`src/rtl/framer_err_regs.svh`:
```
// register offsets, field positions, reset values and timing counts
`ifndef FRAMER_ERR_REGS_SVH
`define FRAMER_ERR_REGS_SVH
`define ADDR_ERR_CFG       8'h41
`define ADDR_LCV_HI        8'h42
`define ADDR_LCV_LO        8'h43
`define ADDR_PCV_HI        8'h44
`define ADDR_PCV_LO        8'h45
`define ADDR_FOS_HI        8'h46
`define ADDR_FOS_LO        8'h47
`define ADDR_EB_HI         8'h48
`define ADDR_EB_LO         8'h49
`define ADDR_LOOP_CTL      8'h4A
`define ADDR_CHAN_LOOP1    8'h4B
`define ADDR_CHAN_LOOP2    8'h4C
`define ADDR_CHAN_LOOP3    8'h4D
`define ADDR_IRQ_STATUS    8'h60
`define ADDR_IRQ_MASK      8'h61
`define ADDR_LINE_MODE     8'h62
`define RESET_BYTE         8'h00
`define LOOP_CTL_MASK      8'h1F
`define ERR_CFG_MASK       8'h7F
`define IRQ_BITS_MASK      8'h03
`define IRQ_UPDATE_BIT     0
`define IRQ_SATURATE_BIT   1
`define MODE_E1_BIT        0
`define COUNT_MAX          16'hFFFF
`define T1_FAST_FRAMES     10'd333
`define E1_FAST_FRAMES     10'd500
`define T1_FAST_MS         42
`define E1_FAST_US         62500
`define ONE_SECOND_NS      1000000000
`define REF_CLK_NS         8
`define LOOP_CHANNELS      24
`endif

```
`src/rtl/framer_err_pkg.sv`:
```
// types shared by the error-counter and loopback block
package framer_err_pkg;
	typedef struct packed {
		logic reserved0;
		logic manual_count_latch;
		logic update_period_select;
		logic accumulation_mode_select;
		logic e1_violation_source_select;
		logic fs_bit_report_enable;
		logic multiframe_count_select;
		logic excessive_zeros_select;
	} errCfg_t;

	typedef struct packed {
		logic reserved4;
		logic local_loop;
		logic remote_loop;
		logic payload_loop;
		logic framer_loop;
	} loopCtl_t;

	typedef struct packed {
		logic recClk;
		logic txClk;
		logic rxPos;
		logic rxNeg;
		logic fmtPos;
		logic fmtNeg;
		logic bpv;
		logic cv;
		logic exZeros;
		logic ftErr;
		logic fsErr;
		logic fbitErr;
		logic mfOos;
		logic ebitErr;
		logic frameMark;
	} pinIn_t;

	typedef logic [15:0] count_t;
endpackage

```
`src/rtl/framer_error_counters_loopback.sv`:
```
// error counters, update timing and loopback routing for one framer channel
//
// Added by the designer: the strobed register port.
`timescale 1ns/1ns
`include "framer_err_regs.svh"

// Overview of operation
// - T1 update each second or 333 frames
// - E1 update each second or 500 frames
// - accumulation mode picks timed or manual update
// - E1 line count: bipolar or code violations
// - path count adds Fs errors when enabled
// - out-of-sync counts framing errors or multiframes
// - T1 line count optionally adds excessive zeros
// - 16-bit counts, high byte at even address
// - local loop feeds transmit data to receive
// - remote loop echoes receive line to transmit
// - payload loop times transmit from recovered clock
// - T1 payload loops 192 bits, regenerates overhead
// - E1 payload loops 248 bits, regenerates overhead
// - framer loop; T1 sends unframed all ones
// - framer loop ignores line, uses transmit timing
// - per-channel bit loops receive slot to transmit
// - manual bit rising edge latches and clears counters
module framer_error_counters_loopback
	import framer_err_pkg::*;
#(
	parameter int ONE_SEC_CYCLES = `ONE_SECOND_NS / `REF_CLK_NS
) (
	input  wire logic       ref_clk,
	input  wire logic       arst_n,
	input  wire logic [7:0] regAddr,
	input  wire logic [7:0] regWdata,
	input  wire logic       regWr,
	input  wire logic       regRd,
	output logic      [7:0] regRdata,
	output logic            irq,
	input  wire logic       recovered_rx_clock,
	input  wire logic       tx_line_clock,
	input  wire logic       rx_line_positive_in,
	input  wire logic       rx_line_negative_in,
	input  wire logic       fmtPosIn,
	input  wire logic       fmtNegIn,
	input  wire logic       bpvIn,
	input  wire logic       cvIn,
	input  wire logic       exZerosIn,
	input  wire logic       ftErrIn,
	input  wire logic       fsErrIn,
	input  wire logic       fbitErrIn,
	input  wire logic       mfOosIn,
	input  wire logic       ebitErrIn,
	input  wire logic       frameMarkIn,
	input  wire logic [4:0] txSlot,
	output logic            tx_line_positive_out,
	output logic            tx_line_negative_out,
	output logic            rxFramerPos,
	output logic            rxFramerNeg,
	output logic            rxTimingFromTx,
	output logic            jitterAttenLoop,
	output logic            ignoreTxSerial,
	output logic            regenOverhead,
	output logic            chanLoopActive
);
	pinIn_t                 pinRaw;
	pinIn_t                 sync1_r;
	pinIn_t                 sync2_r;
	logic                   recPrev_r;
	logic                   txPrev_r;
	errCfg_t                cfg_r;
	loopCtl_t               loop_r;
	logic [`LOOP_CHANNELS-1:0] chanEn_r;
	logic [1:0]             irqStat_r;
	logic [1:0]             irqMask_r;
	logic                   e1Mode_r;
	logic                   manualPrev_r;
	logic [26:0]            secCnt_r;
	logic [9:0]             frameCnt_r;
	logic                   amiPhase_r;
	count_t                 cnt_r  [4];
	count_t                 held_r [4];
	logic [3:0]             cntEvent;
	logic [3:0]             satHit;
	logic                   recRise;
	logic                   txRise;
	logic                   cntTick;
	logic                   txTick;
	logic                   secHit;
	logic                   frameHit;
	logic                   manualRise;
	logic                   updateNow;
	logic [9:0]             fastFrames;
	logic [1:0]             irqSet;
	logic [7:0]             rdNxt;

	assign pinRaw = '{recClk: recovered_rx_clock, txClk: tx_line_clock,
		rxPos: rx_line_positive_in, rxNeg: rx_line_negative_in, fmtPos: fmtPosIn, fmtNeg: fmtNegIn,
		bpv: bpvIn, cv: cvIn, exZeros: exZerosIn, ftErr: ftErrIn, fsErr: fsErrIn,
		fbitErr: fbitErrIn, mfOos: mfOosIn, ebitErr: ebitErrIn, frameMark: frameMarkIn};

	// two-stage synchroniser for every line-side input
	always_ff @(posedge ref_clk or negedge arst_n) begin
		if (!arst_n) begin
			sync1_r <= '0;
			sync2_r <= '0;
			recPrev_r <= 1'b0;
			txPrev_r <= 1'b0;
		end else begin
			sync1_r <= pinRaw;
			sync2_r <= sync1_r;
			recPrev_r <= sync2_r.recClk;
			txPrev_r <= sync2_r.txClk;
		end
	end

	assign recRise = sync2_r.recClk & ~recPrev_r;
	assign txRise = sync2_r.txClk & ~txPrev_r;
	assign cntTick = loop_r.framer_loop ? txRise : recRise;
	assign txTick = (loop_r.payload_loop && !loop_r.framer_loop) ? recRise : txRise;

	// count sources per counter
	always_comb begin
		if (e1Mode_r) begin
			cntEvent[0] = cfg_r.e1_violation_source_select ? sync2_r.cv : sync2_r.bpv;
		end else begin
			cntEvent[0] = sync2_r.bpv | (cfg_r.excessive_zeros_select & sync2_r.exZeros);
		end
		cntEvent[1] = sync2_r.ftErr | (cfg_r.fs_bit_report_enable & sync2_r.fsErr);
		cntEvent[2] = cfg_r.multiframe_count_select ? sync2_r.mfOos : sync2_r.fbitErr;
		cntEvent[3] = sync2_r.ebitErr;
	end

	// update period timing
	assign fastFrames = e1Mode_r ? `E1_FAST_FRAMES : `T1_FAST_FRAMES;
	assign secHit = (secCnt_r == 27'(ONE_SEC_CYCLES - 1));
	assign frameHit = cntTick && sync2_r.frameMark && (frameCnt_r == fastFrames - 10'd1);
	assign manualRise = cfg_r.manual_count_latch & ~manualPrev_r;

	always_comb begin
		if (cfg_r.accumulation_mode_select) begin
			updateNow = manualRise;
		end else if (cfg_r.update_period_select) begin
			updateNow = frameHit;
		end else begin
			updateNow = secHit;
		end
	end

	always_ff @(posedge ref_clk or negedge arst_n) begin
		if (!arst_n) begin
			secCnt_r <= '0;
			frameCnt_r <= '0;
			manualPrev_r <= 1'b0;
		end else begin
			manualPrev_r <= cfg_r.manual_count_latch;
			secCnt_r <= secHit ? 27'd0 : secCnt_r + 27'd1;
			if (frameHit) begin
				frameCnt_r <= '0;
			end else if (cntTick && sync2_r.frameMark) begin
				frameCnt_r <= frameCnt_r + 10'd1;
			end
		end
	end

	// saturating counters and held copies
	generate
		for (genvar i = 0; i < 4; i++) begin : g_cnt
			assign satHit[i] = cntTick && cntEvent[i] && (cnt_r[i] == `COUNT_MAX - 16'd1);
			always_ff @(posedge ref_clk or negedge arst_n) begin
				if (!arst_n) begin
					cnt_r[i] <= '0;
					held_r[i] <= '0;
				end else if (updateNow) begin
					held_r[i] <= cnt_r[i];
					cnt_r[i] <= (cntTick && cntEvent[i]) ? 16'd1 : 16'd0;
				end else if (cntTick && cntEvent[i] && cnt_r[i] != `COUNT_MAX) begin
					cnt_r[i] <= cnt_r[i] + 16'd1;
				end
			end
		end
	endgenerate

	// register writes
	always_ff @(posedge ref_clk or negedge arst_n) begin
		if (!arst_n) begin
			cfg_r <= `RESET_BYTE;
			loop_r <= '0;
			chanEn_r <= '0;
			irqMask_r <= '0;
			e1Mode_r <= 1'b0;
		end else if (regWr) begin
			case (regAddr)
				`ADDR_ERR_CFG: cfg_r <= regWdata & `ERR_CFG_MASK;
				`ADDR_LOOP_CTL: loop_r <= regWdata[4:0];
				`ADDR_CHAN_LOOP1: chanEn_r[7:0] <= regWdata;
				`ADDR_CHAN_LOOP2: chanEn_r[15:8] <= regWdata;
				`ADDR_CHAN_LOOP3: chanEn_r[23:16] <= regWdata;
				`ADDR_IRQ_MASK: irqMask_r <= regWdata[1:0];
				`ADDR_LINE_MODE: e1Mode_r <= regWdata[`MODE_E1_BIT];
				default: ;
			endcase
		end
	end

	// sticky status, set beats write-one-to-clear
	assign irqSet[`IRQ_UPDATE_BIT] = updateNow;
	assign irqSet[`IRQ_SATURATE_BIT] = |satHit;

	always_ff @(posedge ref_clk or negedge arst_n) begin
		if (!arst_n) begin
			irqStat_r <= '0;
			irq <= 1'b0;
		end else begin
			if (regWr && regAddr == `ADDR_IRQ_STATUS) begin
				irqStat_r <= (irqStat_r & ~regWdata[1:0]) | irqSet;
			end else begin
				irqStat_r <= irqStat_r | irqSet;
			end
			irq <= |(irqStat_r & irqMask_r);
		end
	end

	// read mux, data one cycle after strobe
	always_comb begin
		case (regAddr)
			`ADDR_ERR_CFG: rdNxt = cfg_r;
			`ADDR_LCV_HI: rdNxt = held_r[0][15:8];
			`ADDR_LCV_LO: rdNxt = held_r[0][7:0];
			`ADDR_PCV_HI: rdNxt = held_r[1][15:8];
			`ADDR_PCV_LO: rdNxt = held_r[1][7:0];
			`ADDR_FOS_HI: rdNxt = held_r[2][15:8];
			`ADDR_FOS_LO: rdNxt = held_r[2][7:0];
			`ADDR_EB_HI: rdNxt = held_r[3][15:8];
			`ADDR_EB_LO: rdNxt = held_r[3][7:0];
			`ADDR_LOOP_CTL: rdNxt = {3'b000, loop_r};
			`ADDR_CHAN_LOOP1: rdNxt = chanEn_r[7:0];
			`ADDR_CHAN_LOOP2: rdNxt = chanEn_r[15:8];
			`ADDR_CHAN_LOOP3: rdNxt = chanEn_r[23:16];
			`ADDR_IRQ_STATUS: rdNxt = {6'b00_0000, irqStat_r};
			`ADDR_IRQ_MASK: rdNxt = {6'b00_0000, irqMask_r};
			`ADDR_LINE_MODE: rdNxt = {7'b000_0000, e1Mode_r};
			default: rdNxt = `RESET_BYTE;
		endcase
	end

	always_ff @(posedge ref_clk or negedge arst_n) begin
		if (!arst_n) begin
			regRdata <= `RESET_BYTE;
		end else begin
			regRdata <= regRd ? rdNxt : `RESET_BYTE;
		end
	end

	// transmit line routing
	always_ff @(posedge ref_clk or negedge arst_n) begin
		if (!arst_n) begin
			tx_line_positive_out <= 1'b0;
			tx_line_negative_out <= 1'b0;
			amiPhase_r <= 1'b0;
		end else if (txTick) begin
			if (loop_r.framer_loop && !e1Mode_r) begin
				amiPhase_r <= ~amiPhase_r;
				tx_line_positive_out <= amiPhase_r;
				tx_line_negative_out <= ~amiPhase_r;
			end else if (loop_r.remote_loop && !loop_r.framer_loop && !loop_r.payload_loop) begin
				tx_line_positive_out <= sync2_r.rxPos;
				tx_line_negative_out <= sync2_r.rxNeg;
			end else begin
				tx_line_positive_out <= sync2_r.fmtPos;
				tx_line_negative_out <= sync2_r.fmtNeg;
			end
		end
	end

	// receive framer routing and loop controls
	always_ff @(posedge ref_clk or negedge arst_n) begin
		if (!arst_n) begin
			rxFramerPos <= 1'b0;
			rxFramerNeg <= 1'b0;
			rxTimingFromTx <= 1'b0;
			jitterAttenLoop <= 1'b0;
			ignoreTxSerial <= 1'b0;
			regenOverhead <= 1'b0;
		end else begin
			rxTimingFromTx <= loop_r.framer_loop;
			jitterAttenLoop <= loop_r.local_loop & ~loop_r.framer_loop;
			ignoreTxSerial <= loop_r.payload_loop;
			regenOverhead <= loop_r.payload_loop;
			if (cntTick) begin
				if (loop_r.framer_loop) begin
					rxFramerPos <= sync2_r.fmtPos;
					rxFramerNeg <= sync2_r.fmtNeg;
				end else if (loop_r.local_loop) begin
					rxFramerPos <= tx_line_positive_out;
					rxFramerNeg <= tx_line_negative_out;
				end else begin
					rxFramerPos <= sync2_r.rxPos;
					rxFramerNeg <= sync2_r.rxNeg;
				end
			end
		end
	end

	// per-channel loop select for the current transmit slot
	always_ff @(posedge ref_clk or negedge arst_n) begin
		if (!arst_n) begin
			chanLoopActive <= 1'b0;
		end else begin
			chanLoopActive <= (txSlot >= 5'd1) && (txSlot <= 5'd24) && chanEn_r[txSlot - 5'd1];
		end
	end
endmodule

```
`config.mk`:
```
export PLATFORM = sky130hd
export DESIGN_NAME = framer_error_counters_loopback
export DESIGN_NICKNAME = d
export VERILOG_FILES = /design/src/rtl/framer_err_pkg.sv /design/src/rtl/framer_error_counters_loopback.sv
export VERILOG_INCLUDE_DIRS = /design/src /design/src/rtl
export SDC_FILE = /design/constraint.sdc
export NUM_CORES = 1
export LEC_CHECK = 0
export BUFFER_PORTS_ARGS = -buffer_cell sky130_fd_sc_hd__buf_2
export CORE_MARGIN = 2
export CORE_UTILIZATION = 25
export CTS_CLUSTER_SIZE = 30
export DETAILED_ROUTE_END_ITERATION = 10
export PLACE_DENSITY = 0.46
export SYNTH_ARGS = -nofsm -noshare
export SYNTH_HDL_FRONTEND = slang
export SYNTH_SLANG_ARGS = --single-unit
```
`constraint.sdc`:
```
create_clock -name ref_clk -period 2.8 [get_ports ref_clk]
set_input_delay 0.42 -clock ref_clk [delete_from_list [all_inputs] [get_ports ref_clk]]
set_output_delay 0.42 -clock ref_clk [all_outputs]
set_load 0.005 [all_outputs]
```
==> impl_metrics.py, run 1 <==
metrics = {
    "layout": {
        "area_growth_pct": 18.8,
        "final_common_cell": "dfrtp_1",
        "nets": 1345,
        "final_cell_mix": "dfrtp_1 (257), nand2_1 (238), nor2_1 (107)",
        "finalCoreUtilization_pct": 30.2,
        "n_fill_cell": 4927,
        "multi_input_area_um2": 5390,
        "antenna_cells": 0,
        "drive_above_1_share_pct": 16.0,
        "regArea_um2": 6430,
    },
    "sta": {
        "fin_crit_sh_pct": 85.7,
        "setup_violations": 0,
        "slew_viol_final": 0,
        "post-route-min-period_ns": 2.40,
        "rsz0062_at_grt": "no",
        "max_freq_mhz": 417,
        "max_slew_margin_pct": 47.6,
        "fin_worst_skew_ns": 0.0129,
        "worst_slew_pin_slew_ns": 0.783,
        "hold_violations": 0,
        "setup_tns_ns": 0,
    },
    "power": {
        "p_comb_share_pct": 9.8,
        "switching_share_pct": 26.2,
        "p_switching_mw": 2.40,
        "p_per_area_nw_per_um2": 631,
        "vdd.ir_drop.worst_mv": 0.440,
        "seqPwrFrac_pct": 47.4,
        "p_clk_share_pct": 42.8,
        "p_int_mw": 6.73,
        "power_leakage_nw": 6.57,
    },
    "synth": {
        "synthCells": 1204,
        "ys_seq_area_share_pct": 52.8,
        "ys.flop_type": "dfrtp_1",
        "syn_area_um2": 12200,
        "syn_nets": 1257,
        "ys_seq_elements": 257,
        "synth.avg_cell_area_um2": 10.1,
        "synth_edf_count": 0,
        "postSynth.asyncResetShare_pct": 100,
        "ys_types": 68,
        "ys_warn_count": 0,
    },
    "floorplanning": {
        "die_w_um": 225,
        "initial_core_util_pct": 25.4,
        "core_area_um2": 47900,
        "die_h_um": 225,
        "die-area_um2": 50500,
        "fp-row-count": 80,
        "ios": 58,
    },
    "route": {
        "drc": 0,
        "vias": 9125,
        "drt_first_pass_iters": 6,
        "wl_per_cell_um": 17.8,
        "ant_nets": 0,
        "vias_per_cell": 4.73,
        "drt_iter0_drc": 753,
        "wl_um": 34300,
    },
    "global_routing": {
        "grt_max_degree": 66,
        "grt_pass1_vias": 9182,
        "grt_usage_pct": 13.9,
        "grt_pass1_wl_um": 54500,
        "antenna_found_initial": 0,
        "grt-ovfl-total": 0,
    },
    "cts": {
        "clk_latency_ns": 0.56,
        "cts_tree": "yes",
        "cts_max_level": 1,
        "root_buffer": "clkbuf_16",
        "max-clock-path-buffers": 3,
        "cts_setup_buffers": 0,
        "clk_pin_slew_ns": 0.06,
        "clock_sinks": 257,
        "cts_hold_buf": 16,
        "cts-buffers-inserted": 29,
        "ctsResizeCount": 0,
    },
    "setup_path": {
        "crit_start": "recPrev_r$_DFF_PN0_",
        "r2r_start": "recPrev_r$_DFF_PN0_",
        "worst_setup_path_end_kind": "register",
        "crit_type": "register to register",
        "worst-path-max-fanout": 9,
        "crit_arrival_ns": 2.85,
        "crit_path_start_kind": "register",
        "worstPathRequired_ns": 3.25,
        "rrSetupSlack_ns": 0.40,
        "reg2reg_depth": 7,
        "r2r-end": "cnt_r[11]$_DFFE_PN0P_",
    },
    "worst_hold_path": {
        "min-delay-start": "regWdata[7]",
        "holdPathEnd": "chanEn_r[7]$_DFFE_PN0P_",
        "hold_depth": 2,
        "hold_class": "input port to register",
    },
    "placed_design": {
        "numPortBuffers": 57,
        "dpl.hpwl_um": 24800,
        "gp_congestion": 0.881,
    },
    "outcome": {
        "status": "completed",
    },
    "run": {
        "drv_cap": 0,
    },
}
metal layers:
metal  part of all wire (%)  track usage (%)
met1                     49             20.7
met2                     44             21.2
met3                    4.6             2.10
met4                    2.0             2.91
met5                      0                0
logic make-up after synthesis:
group / after synthesis / share of synthesized area [%]
AO/OA/AOI/OAI: 153 / 8.11
XOR/XNOR: 79 / 5.68
adder cells (fa/ha/maj): 13 / 1.34
buffers and inverters: 74 / 3.07
flip-flops: 257 / 52.8
multiplexers: 79 / 7.70
AND/OR/NAND/NOR: 549 / 21.3
power by group through the flow:
stage / Combinational [mW] / Clock [mW] / Sequential, mW
2_1_floorplan: 0.570 / 0 / 4.27
3_3_place_gp: 0.877 / 0 / 4.39
3_5_place_dp: 0.888 / 0 / 4.39
4_1_cts: 0.909 / 4.04 / 4.33
5_1_grt: 1.03 / 4.18 / 4.37
6_report: 0.898 / 3.90 / 4.33
flip-flops by register name, summed over array words and instances, names as in the netlist, 2 cells and up:
signal,count
regRdata,8
sync1_r,15
chanEn_r,24
cnt_r,64
frameCnt_r,10
sync2_r,14
irqMask_r,2
loop_r,5
cfg_r,7
irqStat_r,2
secCnt_r,27
held_r,64
worst max-delay path, stage by stage (launching register included):
cell and delay (ns):
dfrtp_1 0.37, or3b_1 0.40, buf_4 0.20, a21boi_1 0.49, o31ai_2 0.29, nor4_1 0.32, xnor2_1 0.16, nor2_1 0.05
final cells by class:
cell class                 count  share of cell area (%)
clock buffer                  42                    5.84
sequential                   257                    44.4
timing repair buffer         112                    5.69
tap                          615                    5.32
multi-input combinational    873                    37.3
clock inverter                10                   0.934
inverter                      19                   0.493
stage by stage:
stage          worst slack [ns]  std cells  hold WS, ns  cell area, um2  power, mW
6_report                  0.401       1928        0.144           14500       9.13
5_1_grt                   0.216       1928        0.124           14500       9.58
4_1_cts                   0.412       1928        0.112           14500       9.28
3_5_place_dp              0.413       1860        0.335           13300       5.28
3_3_place_gp              0.357       1860        0.336           13300       5.27
2_1_floorplan             0.182       1204        0.124           12200       4.84
worst max path at each step:
| stage | end | slack [ns] |
|---|---|---|
| 6_report | cnt_r[11]$_DFFE_PN0P_ | 0.40 |
| 5_1_grt | cnt_r[9]$_DFFE_PN0P_ | 0.22 |
| 4_1_cts | cnt_r[11]$_DFFE_PN0P_ | 0.41 |
| 3_5_place_dp | regRdata[7]$_DFF_PN0_ | 0.41 |
| 3_3_place_gp | cnt_r[11]$_DFFE_PN0P_ | 0.36 |
| 2_1_floorplan | chanLoopActive$_DFF_PN0_ | 0.18 |
cell usage after synthesis, types with 7 or more instances:
master	instances	area share (%)
a211oi_1	8	0.49
a21oi_1	34	1.4
a22oi_1	14	0.86
a31oi_1	9	0.46
and3_1	13	0.67
and4_1	11	0.79
buf_2	8	0.33
buf_4	9	0.55
buf_6	7	0.65
clkbuf_1	26	0.80
dfrtp_1	257	53
ha_1	13	1.3
inv_1	19	0.59
mux2_2	48	4.4
mux2i_1	24	2.0
mux4_2	7	1.3
nand2_1	238	7.3
nand2b_1	9	0.46
nand3_1	48	2.0
nand4_1	28	1.4
nor2_1	107	3.3
nor2b_1	10	0.51
nor3_1	20	0.82
nor4_1	15	0.77
o211ai_1	7	0.43
o21ai_0	40	1.6
or3_1	15	0.77
xnor2_1	33	2.4
xor2_1	46	3.3
No activity file was read; power rests on OpenSTA's default activity.
==> inputs of run 2 (changes only) <==
GPL_TIMING_DRIVEN = 0   (was not set)
==> run 2 against run 1 <==
  * Sequential power hardly changed
  * Largest power group is now clock
  * Sequential share of layout area down 0.54 points
  * Critical path type unchanged
  * Fmax decreased by 8.4%
  * Utilization increased by 0.37 points
  * Register-to-register slack lost 0.22 ns
  * Hold slack worse by 0.022 ns
  * Via count increased by 1.7%
  * Setup slack lost 0.22 ns
==> impl_metrics.py, run 2 (same netlist as run 1, synthesis figures left out) <==
metrics = {
    "outcome": {
        "status": "completed",
    },
    "sta": {
        "rsz0062_at_grt": "no",
        "fin_crit_sh_pct": 93.5,
        "worst_slew_pin_slew_ns": 0.842,
        "setup_violations": 0,
        "fin_worst_skew_ns": 0.0183,
        "hold_violations": 0,
        "post-route-min-period_ns": 2.62,
        "slew_viol_final": 0,
        "max_slew_margin_pct": 43.9,
        "hold_ws_ns": 0.121,
        "max_freq_mhz": 382,
    },
    "cts": {
        "clk_pin_slew_ns": 0.06,
        "max-clock-path-buffers": 3,
        "clk_latency_ns": 0.57,
        "clock_sinks": 257,
        "root_buffer": "clkbuf_16",
        "cts_tree": "yes",
        "cts_max_level": 1,
        "cts-buffers-inserted": 31,
    },
    "route": {
        "maxUsedRoutingLayer": "met4",
        "vias_per_cell": 4.75,
        "wl_um": 37000,
        "vias": 9281,
        "wl_met1_um": 18200,
        "drt_iter0_drc": 619,
        "wl_met3_um": 1560,
        "ant_nets": 0,
        "wl_per_cell_um": 19.0,
        "drt_first_pass_iters": 5,
        "wl_met2_um": 16500,
        "drc": 0,
    },
    "floorplanning": {
        "initial_core_util_pct": 25.4,
        "fp-row-count": 80,
        "die_h_um": 225,
        "ios": 58,
        "core_area_um2": 47900,
        "die_w_um": 225,
        "die-area_um2": 50500,
    },
    "placed_design": {
        "dpl.hpwl_um": 26900,
        "numPortBuffers": 56,
        "gp_congestion": 0.913,
    },
    "layout": {
        "finalCoreUtilization_pct": 30.5,
        "n_fill_cell": 4943,
        "final_cell_mix": "dfrtp_1 (257), nand2_1 (238), nor2_1 (107)",
        "drive_above_1_share_pct": 15.5,
        "regArea_um2": 6430,
        "nets": 1366,
        "multi_input_area_um2": 5390,
        "area_growth_pct": 20.2,
        "final_common_cell": "dfrtp_1",
        "top_regs": "cnt_r (64), held_r (64), secCnt_r (27)",
    },
    "global_routing": {
        "grt_max_degree": 115,
        "grt_usage_pct": 14.9,
        "grt-ovfl-total": 0,
        "grt_pass1_wl_um": 57600,
        "grt_pass1_vias": 9337,
        "antenna_found_initial": 0,
    },
    "setup_path": {
        "worst_setup_path_end_kind": "register",
        "worstPathRequired_ns": 3.25,
        "worst-path-max-fanout": 10,
        "crit_arrival_ns": 3.07,
        "crit_path_start_kind": "register",
        "crit_type": "register to register",
    },
    "power": {
        "vdd.ir_drop.worst_mv": 0.450,
        "p_per_area_nw_per_um2": 666,
        "power_leakage_nw": 6.63,
    },
    "run": {
        "drv_cap": 0,
    },
    "worst_hold_path": {
        "hold_class": "input port to register",
    },
}
run 2: changes by cell type in the layout (fill, tap and decap cells not counted), sizes merged:
cell,previous run,this run
bufinv,3,7
clkbuf,42,68
clkinvlp,1,2
buf,96,89
diode,0,1
run 2: cell type report:
| class | count | area share (%) |
|---|---|---|
| antenna | 1 | 0.0171 |
| buffer | 55 | 2.11 |
| clock buffer | 42 | 6.13 |
| clock inverter | 15 | 1.77 |
| inverter | 19 | 0.487 |
| multi-input combinational | 873 | 36.8 |
| sequential | 257 | 43.9 |
| tap | 615 | 5.25 |
| timing repair buffer | 76 | 3.55 |
run 2: what timing repair did:
item / 4_1_cts / 5_1_grt
setup buffers: 0 / 2
resized for setup: 0 / 6
hold endpoints to repair: 53 / 0
hold buffers: 16 / 0
endpoints found under the setup margin: 0 / 45
run 2: report_power, final:
group | internal [mW] | leakage [nW] | switching (mW)
clock | 2.87 | 0.566 | 1.63
combinational | 0.365 | 2.63 | 0.544
sequential | 4.01 | 3.43 | 0.334
run 2: per-stage QoR:
step | cells | setup TNS, ns | power, mW | setup slack [ns] | cell area [um2]
final | 1953 | 0 | 9.76 | 0.181 | 14600
after global routing | 1952 | 0 | 10.2 | 0.00607 | 14600
after CTS | 1950 | 0 | 9.88 | 0.0318 | 14600
after detailed placement | 1877 | -4.55 | 5.30 | -0.321 | 13300
after global placement | 1875 | -957.49 | 5.27 | -3.74 | 13200
after floorplan | 1204 | 0 | 4.84 | 0.182 | 12200
run 2: routing by layer:
layer,vias up,GRT usage (%)
met5,-,0
met4,0,3.93
met3,45,2.34
met2,189,23.2
met1,4630,21.5
li1,4417,-
run 2: worst max-delay path: stages (launching register included):
cell and delay, ns:
dfrtp_1 0.45, or3b_1 0.36, buf_2 0.23, a21bo_1 0.22
buf_4 0.16, nor4b_4 0.34, o21a_1 0.19, buf_6 0.21
buf_4 0.26, nor2_1 0.07
run 2: path summary, 6_finish.rpt:
kind,slack [ns],end,start,depth (start not counted)
min in group asynchronous,0.34,regRdata[6]$_DFF_PN0_,arst_n,2
max in group asynchronous,1.54,sync2_r[14]$_DFF_PN0_,arst_n,3
worst max-delay path,0.18,cnt_r[5]$_DFFE_PN0P_,loop_r[0]$_DFFE_PN0P_,9
worst min register to register,0.35,sync2_r[11]$_DFF_PN0_,sync1_r[11]$_DFF_PN0_,0
worst max register to register,0.18,cnt_r[5]$_DFFE_PN0P_,loop_r[0]$_DFFE_PN0P_,9
worst min-delay path,0.12,chanEn_r[15]$_DFFE_PN0P_,regWdata[7],2
==> inputs of run 3 (changes only) <==
PLACE_DENSITY = 0.47   (was 0.46)
clock period = 2.4 ns   (was 2.8 ns; I/O delays follow)
==> run 3 against run 2 <==
  * The run now ends with setup timing left
  * Routed wire length hardly changed
  * Sequential share of layout area is 0.90 points lower
  * Final area is 2.1% higher
==> impl_metrics.py, run 3 (same netlist as run 1, synthesis figures left out) <==
metrics = {
    "cts": {
        "cts_max_level": 1,
        "root_buffer": "clkbuf_16",
        "max-clock-path-buffers": 3,
        "cts-buffers-inserted": 30,
        "clk_latency_ns": 0.57,
        "clock_sinks": 257,
        "cts_tree": "yes",
        "clk_pin_slew_ns": 0.06,
    },
    "layout": {
        "final_cell_mix": "dfrtp_1 (256), nand2_1 (225), nor2_1 (106)",
        "finalCoreUtilization_pct": 31.2,
        "top_regs": "cnt_r (64), held_r (64), secCnt_r (27)",
        "instances_no_fill": 1958,
        "drive_above_1_share_pct": 18.3,
        "area_growth_pct": 22.8,
        "nets": 1371,
        "final_common_cell": "dfrtp_1",
    },
    "sta": {
        "max_freq_mhz": 405,
        "worst_slack_ns": -0.0692,
        "hold_violations": 0,
        "setup_tns_ns": -0.0692,
        "worst_slew_pin_slew_ns": 0.910,
        "max_slew_margin_pct": 39.3,
        "setup_violations": 1,
        "post-route-min-period_ns": 2.47,
        "fin_crit_sh_pct": 103,
        "rsz0062_at_grt": "yes",
        "slew_viol_final": 0,
        "fin_worst_skew_ns": 0.0113,
    },
    "power": {
        "vdd.ir_drop.worst_mv": 0.518,
        "p_per_area_nw_per_um2": 770,
        "power_leakage_nw": 6.73,
        "p_total_mw": 11.5,
    },
    "setup_path": {
        "r2r_start": "loop_r[0]$_DFFE_PN0P_",
        "worst-path-max-fanout": 7,
        "r2r-end": "cnt_r[16]$_DFFE_PN0P_",
        "crit_path_start_kind": "input port",
        "reg2reg_depth": 10,
        "worstPathRequired_ns": 2.82,
        "worst_setup_path_end_kind": "register",
        "crit_type": "input port to register",
        "crit_arrival_ns": 2.89,
        "crit_start": "regAddr[5]",
        "rrSetupSlack_ns": 0.03,
    },
    "outcome": {
        "violations": "setup timing",
        "status": "finished, violations left",
    },
    "worst_hold_path": {
        "hold_class": "input port to register",
        "holdPathEnd": "chanEn_r[23]$_DFFE_PN0P_",
        "hold_depth": 2,
        "min-delay-start": "regWdata[7]",
    },
    "global_routing": {
        "grt_pass1_vias": 9292,
        "grt-ovfl-total": 0,
        "grt_usage_pct": 14.9,
        "grt_pass1_wl_um": 57500,
        "grt_max_degree": 120,
        "antenna_found_initial": 0,
    },
    "route": {
        "wl_per_cell_um": 18.9,
        "vias": 9354,
        "wl_met3_um": 1490,
        "drt_first_pass_iters": 5,
        "ant_nets": 0,
        "drt_iter0_drc": 623,
        "drc": 0,
        "maxUsedRoutingLayer": "met4",
        "vias_per_cell": 4.78,
        "wl_met2_um": 16400,
        "wl_um": 37000,
        "wl_met1_um": 18300,
    },
    "placed_design": {
        "numPortBuffers": 56,
        "gp_congestion": 0.903,
        "place_inst": 1877,
        "detailedPlace.worstSlack_ns": -0.575,
        "dpl.hpwl_um": 26600,
    },
    "run": {
        "drv_cap": 0,
    },
    "floorplanning": {
        "fp-row-count": 80,
        "initial_core_util_pct": 25.4,
        "ios": 58,
        "die_h_um": 225,
        "core_area_um2": 47900,
        "die-area_um2": 50500,
        "die_w_um": 225,
    },
}
[run 3: changes by cell type in the layout (fill, tap and decap cells not counted), moves of 5 or more]
cell and delta:
clkbuf_1 -8, clkbuf_8 -6, nand2_1 -13, nand2_2 +10, o21ai_0 -5, o21ai_1 +5
[run 3: per-stage QoR]
stage          instance area (um2)  hold WS [ns]
2_1_floorplan                12200        0.0644
3_3_place_gp                 13200         0.332
3_5_place_dp                 13300         0.283
4_1_cts                      14800        0.0541
5_1_grt                      15000        0.0680
6_report                     15000        0.0823
[run 3: critical path, stage by stage]
cell and delay (ns):
buf_2 0.16, or4b_2 0.82, nor2_1 0.71, a22o_1 0.32
a221oi_1 0.11, a21oi_1 0.39
[run 3: cell type report]
class	instances	area [um2]
Timing Repair Buffer	85	663
Clock buffer	35	811
Buffer	52	352
Tap cell	615	769
Sequential cell	257	6430
Antenna cell	1	2.50
Multi-Input combinational cell	873	5510
Fill cell	4968	33000
Inverter	19	71.3
Clock inverter	21	350
[run 3: per-layer routing]
layer | GRT usage [%] | up-vias
li1 | - | 4440
met2 | 22.7 | 171
met3 | 2.68 | 57
met1 | 21.7 | 4686
met5 | 0 | -
met4 | 3.76 | 0
[run 3: how the worst max path moves through the flow]
stage | end | depth (start not counted) | slack, ns
6_report | regRdata[0]$_DFF_PN0_ | 6 | -0.07
5_1_grt | cnt_r[16]$_DFFE_PN0P_ | 10 | -0.07
4_1_cts | regRdata[0]$_DFF_PN0_ | 6 | 0.02
3_5_place_dp | regRdata[0]$_DFF_PN0_ | 6 | -0.58
3_3_place_gp | secCnt_r[1]$_DFF_PN0_ | 1 | -3.96
2_1_floorplan | chanLoopActive$_DFF_PN0_ | 8 | 0.12
[run 3: report_power, final]
part           total [mW]  switching (mW)  internal [mW]  leakage, nW
Clock                5.34            1.95           3.39        0.555
Combinational        1.11           0.647          0.461         2.75
Sequential           5.07           0.401           4.67         3.43
Total                11.5            3.00           8.52         6.73
[run 3: what timing repair did]
action	4_1_cts	5_1_grt
hold endpoints to repair	55	0
setup buffers	8	1
hold buffers	16	0
pin swaps	5	14
endpoints found under the setup margin	140	135
resized for setup	24	43
cloned	1	1
